**config.mk**
```make
export PLATFORM = sky130hd
export DESIGN_NAME = ppfs_top
export DESIGN_NICKNAME = d
export VERILOG_FILES = /design/src/design/ppfs_pkg.sv /design/src/design/ppfs_top.sv
export SDC_FILE = /design/constraint.sdc
export NUM_CORES = 1
export LEC_CHECK = 0
export ABC_AREA = 0
export BUFFER_PORTS_ARGS = -buffer_cell sky130_fd_sc_hd__buf_2
export CAP_MARGIN = 20
export CORE_ASPECT_RATIO = 1.4
export CORE_MARGIN = 2
export CORE_UTILIZATION = 30
export CTS_CLUSTER_DIAMETER = 200
export DETAILED_ROUTE_END_ITERATION = 8
export MAX_ROUTING_LAYER = met4
export PLACE_DENSITY = 0.71
export SYNTH_ARGS = -nofsm -noshare
export SYNTH_HDL_FRONTEND = slang
export SYNTH_SLANG_ARGS = --single-unit
```
**constraint.sdc**
```tcl
create_clock -name clock_i -period 1.2 [get_ports clock_i]
set_input_delay 0 -clock clock_i [delete_from_list [all_inputs] [get_ports clock_i]]
set_output_delay 0 -clock clock_i [all_outputs]
set_load 0.01 [all_outputs]
```
**src/design/ppfs_pkg.sv**
```systemverilog
// Package: constants for the port pin function select block
//----------------------------------------------------------------------
// Notes on behaviour
//----------------------------------------------------------------------
// Notes on behaviour
// - Threshold bits 1:0 pick port 8 level: 00 half, 01 0.35, 10 0.70; 11 forbidden.
// - Threshold bits 3:2 pick port 9 level with the same encoding.
// - Threshold bits 7:4 are unimplemented and read as zero.
// - Timer B pin drives pulse output in waveform mode when not disabled.
// - Timer B pin drives one-shot output in one-shot mode when not disabled.
// - Timer B pin drives wait one-shot output in that mode when not disabled.
// - Pull-up acts only while the pin is an input.
// - Port 8 high drive bit acts only while the pin is an output.
// - Chip-select mode 1x gives output, 01 with direction 0 gives input.
// - Chip-select open-drain bit makes the chip-select output pull low only.
// - Serial data-in pin drives serial data when serial mode needs output.
// - Shared data pin carries serial data when switch 0 and timer J0 unused.
// - Serial data outputs open-drain only when open-drain 1 and bidirectional 0.
// - Port 8 pin 4 drives channel B when routed there and enabled.
// - Channel pin drives PWM waveform in single PWM mode when enabled.
// - Io control 001/01x gives compare output; 1xx with direction 0 gives capture.
// - Channel B route: 00 none, 01 pin 6, 10 pin 5, 11 pin 4.
// - Channel D route bit takes port 8 pin 4 over channel B.
package ppfs_pkg;
    //------------------------------------------------------------------
    // Register map
    //------------------------------------------------------------------
    localparam logic [9:0] PPFS_THRESH_ADDR  = 10'h1F7;
    localparam logic [7:0] PPFS_THRESH_RESET = 8'h00;
    localparam logic [7:0] PPFS_THRESH_MASK  = 8'h0F;
    localparam int         PPFS_P8_LSB       = 0;
    localparam int         PPFS_P9_LSB       = 2;
    //------------------------------------------------------------------
    // Encodings
    //------------------------------------------------------------------
    localparam logic [1:0] PPFS_TH_HALF = 2'h0;
    localparam logic [1:0] PPFS_TH_LOW  = 2'h1;
    localparam logic [1:0] PPFS_TH_HIGH = 2'h2;
    localparam logic [1:0] PPFS_TB_PULSE   = 2'h1;
    localparam logic [1:0] PPFS_TB_ONESHOT = 2'h2;
    localparam logic [1:0] PPFS_TB_WAIT    = 2'h3;
    localparam logic [1:0] PPFS_CB_NONE = 2'h0;
    localparam logic [1:0] PPFS_CB_P86  = 2'h1;
    localparam logic [1:0] PPFS_CB_P85  = 2'h2;
    localparam logic [1:0] PPFS_CB_P84  = 2'h3;
endpackage

```
**src/design/ppfs_top.sv**
```systemverilog
// Module: port pin function select for ports 2 and 8 with threshold register
`timescale 1ns/10ps
`default_nettype none
module ppfs_top
    import ppfs_pkg::*;
(
    // Clock and reset
    input  wire logic       clock_i,
    input  wire logic       reset_n_i,
    // Register access
    input  wire logic [9:0] reg_addr_i,
    input  wire logic       reg_wr_i,
    input  wire logic [7:0] reg_wdata_i,
    output logic      [7:0] reg_rdata_o,
    // Port direction and pin controls
    input  wire logic [7:0] port2_direction_i,
    input  wire logic [7:0] port8_direction_i,
    input  wire logic [7:0] port2_pullup_i,
    input  wire logic [7:0] port8_pullup_i,
    input  wire logic [7:0] port8_high_drive_i,
    input  wire logic [7:0] port2_data_i,
    input  wire logic [7:0] port8_data_i,
    // Timer B (index 0 on pin 1, index 1 on pin 0)
    input  wire logic [1:0] timer_b_output_disable_i,
    input  wire logic [3:0] timer_mode_field_i,
    input  wire logic [1:0] timer_b_wave_i,
    // Interrupt enables: p2_2, p2_3, p8_0, p8_1, keys p2_4..p2_7
    input  wire logic [7:0] irq_enable_i,
    // Serial unit
    input  wire logic [1:0] chip_select_mode_field_i,
    input  wire logic       chip_select_open_drain_i,
    input  wire logic       serial_open_drain_i,
    input  wire logic       bidirectional_mode_i,
    input  wire logic       serial_clock_select_i,
    input  wire logic       serial_clk_out_en_i,
    input  wire logic       serial_data_out_en_i,
    input  wire logic       serial_cs_i,
    input  wire logic       serial_clk_i,
    input  wire logic       serial_data_i,
    input  wire logic       serial_twowire_switch_i,
    input  wire logic       twowire_interface_enable_i,
    input  wire logic       twowire_scl_low_i,
    input  wire logic       twowire_sda_low_i,
    // Timer J0
    input  wire logic [1:0] timer_j0_pin_route_i,
    input  wire logic       timer_j0_output_disable_i,
    input  wire logic       timer_j0_out_i,
    // Timer RC channels B and D
    input  wire logic [1:0] channel_b_route_field_i,
    input  wire logic       channel_d_route_bit_i,
    input  wire logic       channel_b_output_disable_i,
    input  wire logic       channel_d_output_disable_i,
    input  wire logic       dual_pwm_mode_bit_i,
    input  wire logic       pwm_b_i,
    input  wire logic       pwm_d_i,
    input  wire logic [2:0] channel_b_io_control_i,
    input  wire logic [2:0] channel_d_io_control_i,
    input  wire logic       channel_b_wave_i,
    input  wire logic       channel_d_wave_i,
    // Pins
    input  wire logic [7:0] port2_pin_i,
    input  wire logic [7:0] port8_pin_i,
    output logic      [7:0] port2_pin_o,
    output logic      [7:0] port2_pin_oe_o,
    output logic      [7:0] port8_pin_o,
    output logic      [7:0] port8_pin_oe_o,
    output logic      [7:0] port2_pullup_o,
    output logic      [7:0] port8_pullup_o,
    output logic      [7:0] port8_high_drive_o,
    output logic      [1:0] port8_threshold_o,
    output logic      [1:0] port9_threshold_o,
    // Peripheral inputs, synchronised
    output logic      [7:0] irq_in_o,
    output logic            serial_cs_in_o,
    output logic            serial_clk_in_o,
    output logic            serial_data_in_o,
    output logic            channel_b_capture_o,
    output logic            channel_d_capture_o,
    output logic            twowire_scl_in_o,
    output logic            twowire_sda_in_o
);
    //------------------------------------------------------------------
    // Threshold register
    //------------------------------------------------------------------
    logic [7:0] thresh_r;
    logic [7:0] p2_s1_r, p2_s2_r, p8_s1_r, p8_s2_r;
    logic [7:0] p2_out_nxt, p2_oe_nxt, p8_out_nxt, p8_oe_nxt;
    logic [7:0] p2_isin_nxt, p8_isin_nxt;

    // Unimplemented upper bits are never stored, so they read zero
    always_ff @(posedge clock_i or negedge reset_n_i) begin
        if (!reset_n_i) begin
            thresh_r <= PPFS_THRESH_RESET;
        end else if (reg_wr_i && reg_addr_i == PPFS_THRESH_ADDR) begin
            thresh_r <= reg_wdata_i & PPFS_THRESH_MASK;
        end
    end

    // Read data; other addresses answer zero
    always_ff @(posedge clock_i or negedge reset_n_i) begin
        if (!reset_n_i) begin
            reg_rdata_o <= 8'h00;
        end else begin
            reg_rdata_o <= (reg_addr_i == PPFS_THRESH_ADDR) ? thresh_r : 8'h00;
        end
    end

    // Threshold selections; code 11 is forbidden and passed as written
    always_ff @(posedge clock_i or negedge reset_n_i) begin
        if (!reset_n_i) begin
            port8_threshold_o <= PPFS_TH_HALF;
            port9_threshold_o <= PPFS_TH_HALF;
        end else begin
            port8_threshold_o <= thresh_r[PPFS_P8_LSB +: 2];
            port9_threshold_o <= thresh_r[PPFS_P9_LSB +: 2];
        end
    end

    //------------------------------------------------------------------
    // Pin input synchronisers
    //------------------------------------------------------------------
    always_ff @(posedge clock_i or negedge reset_n_i) begin
        if (!reset_n_i) begin
            p2_s1_r <= 8'h00;
            p2_s2_r <= 8'h00;
            p8_s1_r <= 8'h00;
            p8_s2_r <= 8'h00;
        end else begin
            p2_s1_r <= port2_pin_i;
            p2_s2_r <= p2_s1_r;
            p8_s1_r <= port8_pin_i;
            p8_s2_r <= p8_s1_r;
        end
    end

    //------------------------------------------------------------------
    // Function selection
    //------------------------------------------------------------------
    function automatic logic tb_active(input logic dis, input logic [1:0] mode);
        tb_active = !dis && (mode == PPFS_TB_PULSE || mode == PPFS_TB_ONESHOT || mode == PPFS_TB_WAIT);
    endfunction

    // Compare output for io codes 001 and 01x
    function automatic logic rc_compare(input logic [2:0] io);
        rc_compare = !io[2] && (io[1] || io[0]);
    endfunction

    logic twi_on, ch_d_on, ch_b_p84, ch_b_p85, ch_b_p86, ch_b_drv, sd_in_out, sd_data_out;
    always_comb begin
        twi_on   = serial_twowire_switch_i && twowire_interface_enable_i;
        ch_d_on  = channel_d_route_bit_i;
        ch_b_p84 = !ch_d_on && channel_b_route_field_i == PPFS_CB_P84;
        ch_b_p86 = channel_b_route_field_i == PPFS_CB_P86;
        ch_b_p85 = channel_b_route_field_i == PPFS_CB_P85;
        ch_b_drv = !channel_b_output_disable_i
                   && (!dual_pwm_mode_bit_i || pwm_b_i || rc_compare(channel_b_io_control_i));
        sd_in_out   = !serial_twowire_switch_i && serial_data_out_en_i && bidirectional_mode_i;
        sd_data_out = !serial_twowire_switch_i && timer_j0_output_disable_i
                      && timer_j0_pin_route_i != 2'h1 && serial_data_out_en_i && !bidirectional_mode_i;
    end

    // Port 2 pins: timer B outputs on pins 0 and 1, rest general
    always_comb begin
        p2_out_nxt = port2_data_i;
        p2_oe_nxt  = port2_direction_i;
        if (tb_active(timer_b_output_disable_i[1], timer_mode_field_i[3:2])) begin
            p2_out_nxt[0] = timer_b_wave_i[1];
            p2_oe_nxt[0]  = 1'b1;
        end
        if (tb_active(timer_b_output_disable_i[0], timer_mode_field_i[1:0])) begin
            p2_out_nxt[1] = timer_b_wave_i[0];
            p2_oe_nxt[1]  = 1'b1;
        end
        p2_isin_nxt = ~p2_oe_nxt;
    end

    // Port 8 pins 0..6 with serial, two-wire, timer J0 and RC
    always_comb begin
        p8_out_nxt = port8_data_i;
        p8_oe_nxt  = port8_direction_i;
        // Chip select pin
        if (chip_select_mode_field_i[1]) begin
            p8_out_nxt[0] = chip_select_open_drain_i ? 1'b0 : serial_cs_i;
            p8_oe_nxt[0]  = chip_select_open_drain_i ? !serial_cs_i : 1'b1;
        end else if (chip_select_mode_field_i == 2'h1) begin
            p8_oe_nxt[0] = 1'b0;
        end
        // Data-in pin used as output in bidirectional serial mode
        if (sd_in_out) begin
            p8_out_nxt[1] = serial_data_i;
            p8_oe_nxt[1]  = 1'b1;
        end
        // Clock pin; open-drain drives only low, output enable follows the inverted clock
        if (twi_on) begin
            p8_out_nxt[2] = 1'b0;
            p8_oe_nxt[2]  = twowire_scl_low_i;
        end else if (!serial_twowire_switch_i && serial_clock_select_i) begin
            p8_out_nxt[2] = serial_open_drain_i ? 1'b0 : serial_clk_i;
            p8_oe_nxt[2]  = serial_clk_out_en_i && (serial_open_drain_i ? !serial_clk_i : 1'b1);
        end
        // Shared data pin
        if (twi_on) begin
            p8_out_nxt[3] = 1'b0;
            p8_oe_nxt[3]  = twowire_sda_low_i;
        end else if (!timer_j0_output_disable_i && timer_j0_pin_route_i == 2'h1) begin
            p8_out_nxt[3] = timer_j0_out_i;
            p8_oe_nxt[3]  = 1'b1;
        end else if (sd_data_out) begin
            p8_out_nxt[3] = serial_open_drain_i ? 1'b0 : serial_data_i;
            p8_oe_nxt[3]  = serial_open_drain_i ? !serial_data_i : 1'b1;
        end
        // Pin 4: channel D wins over channel B
        if (ch_d_on && !channel_d_output_disable_i && dual_pwm_mode_bit_i
            && (pwm_d_i || rc_compare(channel_d_io_control_i))) begin
            p8_out_nxt[4] = channel_d_wave_i;
            p8_oe_nxt[4]  = 1'b1;
        end else if (ch_d_on && channel_d_io_control_i[2]) begin
            p8_oe_nxt[4] = 1'b0;
        end else if (ch_b_p84 && ch_b_drv) begin
            p8_out_nxt[4] = channel_b_wave_i;
            p8_oe_nxt[4]  = 1'b1;
        end
        // Pins 5 and 6 carry channel B when routed there
        if (ch_b_p85 && ch_b_drv) begin
            p8_out_nxt[5] = channel_b_wave_i;
            p8_oe_nxt[5]  = 1'b1;
        end
        if (ch_b_p86 && ch_b_drv) begin
            p8_out_nxt[6] = channel_b_wave_i;
            p8_oe_nxt[6]  = 1'b1;
        end
        p8_isin_nxt = ~p8_oe_nxt;
    end

    //------------------------------------------------------------------
    // Registered pin outputs
    //------------------------------------------------------------------
    // Registering costs one cycle of latency but keeps pins glitch free
    always_ff @(posedge clock_i or negedge reset_n_i) begin
        if (!reset_n_i) begin
            port2_pin_o        <= 8'h00;
            port2_pin_oe_o     <= 8'h00;
            port8_pin_o        <= 8'h00;
            port8_pin_oe_o     <= 8'h00;
            port2_pullup_o     <= 8'h00;
            port8_pullup_o     <= 8'h00;
            port8_high_drive_o <= 8'h00;
        end else begin
            port2_pin_o        <= p2_out_nxt;
            port2_pin_oe_o     <= p2_oe_nxt;
            port8_pin_o        <= p8_out_nxt;
            port8_pin_oe_o     <= p8_oe_nxt;
            port2_pullup_o     <= port2_pullup_i & p2_isin_nxt;
            port8_pullup_o     <= port8_pullup_i & p8_isin_nxt;
            port8_high_drive_o <= port8_high_drive_i & ~p8_isin_nxt;
        end
    end

    // Peripheral inputs gated by enable and input direction; serial clock is ungated, two-wire by enable only
    always_ff @(posedge clock_i or negedge reset_n_i) begin
        if (!reset_n_i) begin
            irq_in_o            <= 8'h00;
            serial_cs_in_o      <= 1'b0;
            serial_clk_in_o     <= 1'b0;
            serial_data_in_o    <= 1'b0;
            channel_b_capture_o <= 1'b0;
            channel_d_capture_o <= 1'b0;
            twowire_scl_in_o    <= 1'b1;
            twowire_sda_in_o    <= 1'b1;
        end else begin
            irq_in_o <= irq_enable_i & ~{port2_direction_i[7:4], port8_direction_i[1:0],
                        port2_direction_i[3:2]} & {p2_s2_r[7:4], p8_s2_r[1:0], p2_s2_r[3:2]};
            serial_cs_in_o      <= chip_select_mode_field_i == 2'h1 && !port8_direction_i[0] && p8_s2_r[0];
            serial_clk_in_o     <= p8_s2_r[2];
            serial_data_in_o    <= !serial_twowire_switch_i && !port8_direction_i[1] && p8_s2_r[1];
            channel_b_capture_o <= channel_b_io_control_i[2] && dual_pwm_mode_bit_i && !pwm_b_i
                && (p8_s2_r & ~port8_direction_i & {1'b0, ch_b_p86, ch_b_p85, ch_b_p84, 4'h0}) != 8'h00;
            channel_d_capture_o <= channel_d_io_control_i[2] && ch_d_on && !port8_direction_i[4] && p8_s2_r[4];
            twowire_scl_in_o    <= !twi_on || p8_s2_r[2];
            twowire_sda_in_o    <= !twi_on || p8_s2_r[3];
        end
    end

    //------------------------------------------------------------------
    // Assertions
    //------------------------------------------------------------------
    a_upper_bits_zero: assert property (@(posedge clock_i) disable iff (!reset_n_i)
        reg_rdata_o[7:4] == 4'h0) else $error("threshold upper bits nonzero");
    a_p8_thresh_map: assert property (@(posedge clock_i) disable iff (!reset_n_i)
        port8_threshold_o == $past(thresh_r[1:0])) else $error("port 8 threshold wrong");
    a_p9_thresh_map: assert property (@(posedge clock_i) disable iff (!reset_n_i)
        port9_threshold_o == $past(thresh_r[3:2])) else $error("port 9 threshold wrong");
    a_timer_b_drive: assert property (@(posedge clock_i) disable iff (!reset_n_i)
        (!timer_b_output_disable_i[0] && timer_mode_field_i[1:0] != 2'h0) |=> port2_pin_oe_o[1])
        else $error("timer B pin not driven");
    a_pullup_input_only: assert property (@(posedge clock_i) disable iff (!reset_n_i)
        (port8_pullup_o & port8_pin_oe_o) == 8'h00) else $error("pull-up on output pin");
    a_drive_output_only: assert property (@(posedge clock_i) disable iff (!reset_n_i)
        (port8_high_drive_o & ~port8_pin_oe_o) == 8'h00) else $error("high drive on input");
    a_cs_open_drain: assert property (@(posedge clock_i) disable iff (!reset_n_i)
        (chip_select_mode_field_i[1] && chip_select_open_drain_i) |=> !port8_pin_o[0])
        else $error("chip select drives high");
    a_twowire_low_only: assert property (@(posedge clock_i) disable iff (!reset_n_i)
        twi_on |=> !port8_pin_o[2] && !port8_pin_o[3]) else $error("two-wire pin drives high");
    a_irq_gated: assert property (@(posedge clock_i) disable iff (!reset_n_i)
        !irq_enable_i[0] |=> !irq_in_o[0]) else $error("disabled interrupt seen");
    c_twowire_mode: cover property (@(posedge clock_i) disable iff (!reset_n_i) twi_on);
    c_channel_d_out: cover property (@(posedge clock_i) disable iff (!reset_n_i) ch_d_on && p8_oe_nxt[4]);
    c_thresh_write: cover property (@(posedge clock_i) disable iff (!reset_n_i)
        reg_wr_i && reg_addr_i == PPFS_THRESH_ADDR);
endmodule
`default_nettype wire

```
==> summary.md <==
| Metric | Value |
|---|---|
| Nets | 718 |
| Die Width | 96.9 um |
| Initial antenna violation count | 0 |
| Total power | 0.00801 W |
| Async SR Flop Fraction | 100% |
| Max stage delay on crit path | 0.54 ns |
| Average size of a mapped cell | 14.7 um^2 |
| IO buf count | 215 |
| Peak VDD IR | 0.655 mV |
| Outcome | complete, but fails checks |
| Netlist cell types | 39 |
| RSZ-0062 raised after global routing | no |
| CTS tree | done |
| Most used flip-flop cell after synthesis | dfrtp_1 |
| Worst path cell trace | dlygate4sd3_1 -> buf_2 -> nand2b_4 -> nor2_1 -> dlygate4sd3_1 |
| Setup TNS | 0 ns |
| Top cells by count, synth | 107 x dfrtp_1, 17 x nand2_1, 17 x nor2b_1 |
| Largest net degree at the start of global routing | 74 |
| Clk_skew | 0.00546 ns |
| Maxcap violations | 0 |
| Synth top area share | 73.9% |
| Detailed Route WL | 9970 um |
| Crit start category | input pin |
| CTS clk-pin slew, worst paths | 0.07 ns |
| I/O pin cnt | 227 |
| Detailed Routing Iterations Pass 1 | 4 |
| Area delta synth->final | 72.1% |
| Power per cell area | 1280 nW/um^2 |
| Wirelength per Cell | 13.7 um |
| Final WS setup | 0.0370 ns |
| Via/cell ratio | 4.28 |
| Final Critical Period | 1.16 ns |
| Core area | 11800 um^2 |
| Critical Path Slowest Stage Cell | dlygate4sd3_1 |
| Placement Setup Slack | -0.215 ns |
| Finish-stage setup viols | 0 |
| Slew Viols, Final | 0 |
| Placed instance area | 4920 um^2 |
| Mapped cell area | 3620 um^2 |
| Critical path arrival | 1.44 ns |
| Util after Layout | 52.8% |
| Dpl hpwl | 6700 um |
| Starting Density | 30.7% |
| WHS | -0.0322 ns |
| Final routed DRC violation total | 0 |
| Worst hold path type | input pin to flip-flop |
| CTS sink count | 109 |
| Die ar. | 13000 um^2 |
| Post-CTS Setup Bufs | 0 |
| Crit share post-route | 96.9% |
| Achievable frequency | 860 MHz |
| Max H-tree Level | 3 |
| All-layer global routing usage | 16.2% |
| Vias in the first global route | 3384 |
| Setup CP Type | input pin to flip-flop |
| Ys Warns | 0 |
| Largest cells by area after synthesis | dfrtp_1 74%, nor2b_1 2.9%, mux2_2 2.8%, and2_1 2.2%, nand2_1 1.8% |
| Rows | 47 |
| Leakage Power | 3.23 nW |
| Fraction of final layout cells with drive strength greater than 1 | 44.7% |
| Register area share after synthesis | 75.3% |
| Top Family by Delay on Critical Path | buffers and inverters |
| TritonCTS buffer count | 9 |
| Failing checks | hold timing |
| Chip height | 134 um |
| Clock tree buffer depth | 2 |
| Post-route cell area | 6240 um^2 |
| Antenna viol nets, final | 0 |
| Routability cong. | 0.858 |
| Yosys top cell by area | dfrtp_1 |
| Hold Vio Cnt, Final | 1 |
| Critical path required time | 1.48 ns |
| Clk Latency, worst-skew pair | 0.35 ns |
| Most frequent cell after synthesis | dfrtp_1 |
| Cell mode on critical path | dlygate4sd3_1 |
| Worst setup EP type | flip-flop |
| Worst-path maximum fanout | 2 |
| DR iter-0 viols | 41 |
| Final global-route overflow total | 0 |
| CTS Root Cell | clkbuf_16 |
| Syn Inst Count | 246 |
| N_diodes | 0 |
| Post-synth EDFFs | 0 |
| Buf/Inv on CP | 3 |
| Global-route wire length before repair | 16100 um |
| DR vias | 3106 |
| Register bit total from synthesis | 109 |
## worst reg2reg max path: stages (launching register included)
cell      delay [ns]
dfrtp_1         0.33
nand2b_1        0.07
or3_1           0.30
a31oi_1         0.17
## path summary, 6_finish.rpt
path                                      start             endpoint  slack (ns)  cells after the start
hold reg to reg                      p8_s1_r[5]           p8_s2_r[5]        0.35                      0
hold / removal                   timer_j0_out_i       port8_pin_o[3]       -0.03                      3
setup reg to reg                     p8_s2_r[4]  channel_b_capture_o        0.24                      3
min in group asynchronous             reset_n_i  channel_b_capture_o        0.19                      3
max in group asynchronous             reset_n_i     twowire_sda_in_o        0.59                      3
setup / recovery           port2_direction_i[1]    port2_pullup_o[1]        0.04                      5
## metrics by stage
stage / hold slack (ns) / instances
2_1_floorplan: -0.296 / 249
3_3_place_gp: 0.0426 / 613
3_5_place_dp: 0.0594 / 613
4_1_cts: 0.0000404 / 727
5_1_grt: 0.0115 / 726
6_report: -0.0322 / 726
## kinds of logic (layout without fill, tap and decap cells)
logic type | count (synthesis) | in the layout | share of synthesized area, %
other | 1 | 4 | 0.103
buffers and inverters | 17 | 347 | 2.38
and+or+nand+nor | 82 | 82 | 13.2
DFF | 109 | 109 | 75.3
muxes | 12 | 12 | 3.69
AOI/OAI and AO/OA | 25 | 25 | 5.32
## cell type report
cell class / instances / area, um^2
flip-flops and latches: 109 / 2730
fillers: 1005 / 5580
clock inverters: 6 / 75.1
inverters: 12 / 45.0
well taps: 147 / 184
repair buffers: 319 / 2120
clock buffers: 10 / 239
multi-input cells: 123 / 845
## power by group
group	internal (W)	switching, W	total (W)	leakage, nW
clock	0.00171	0.00137	0.00308	0.152
combinational	0.000577	0.000444	0.00102	1.73
sequential	0.00385	0.0000500	0.00390	1.35
total	0.00615	0.00186	0.00801	3.23
## cells in the final DEF (no fill, tap or decap), types with 2 or more instances in the layout
master	netlist	final
and3b_1	2	2
mux2_2	9	9
inv_6	0	3
nand4_1	2	2
and2_1	13	13
o21ai_0	4	4
a31oi_1	3	3
dfrtp_1	107	107
o21bai_1	3	3
buf_4	4	7
clkbuf_16	0	9
nand2b_1	6	3
nor2b_1	17	17
inv_1	12	12
a211oi_1	2	2
nand2_1	17	17
buf_2	0	213
dfstp_2	2	2
dlygate4sd3_1	0	97
nor2_1	10	9
conb_1	1	4
mux2_1	2	2
nand4b_1	2	2
a21oi_1	6	6
nand2b_4	0	2
nand3b_1	4	4
## metal layers
metal  GRT usage (%)  part of all wire, %  up-vias
met3            3.60                  5.7       20
met5               -                    0        -
li1                -                    -     1458
met2            27.9                   53      146
met1            17.7                   38     1482
met4            7.59                  2.8        0
## registers in the layout (all words and copies together), names as in the netlist, 4 cells and up
name / cells
p8_s2_r: 7
port2_pin_o: 8
p8_s1_r: 7
thresh_r: 4
irq_in_o: 8
port8_pin_o: 8
port2_pin_oe_o: 8
port8_pullup_o: 8
port8_pin_oe_o: 8
port2_pullup_o: 8
p2_s1_r: 6
port8_high_drive_o: 8
p2_s2_r: 6
reg_rdata_o: 4
## repair_timing
action | CTS | global route
endpoints found under the hold margin | 190 | 3
hold buffers | 98 | 3
gates resized for setup | 0 | 6
setup endpoints to repair | 0 | 6
No activity file was read; power rests on OpenSTA's default activity.
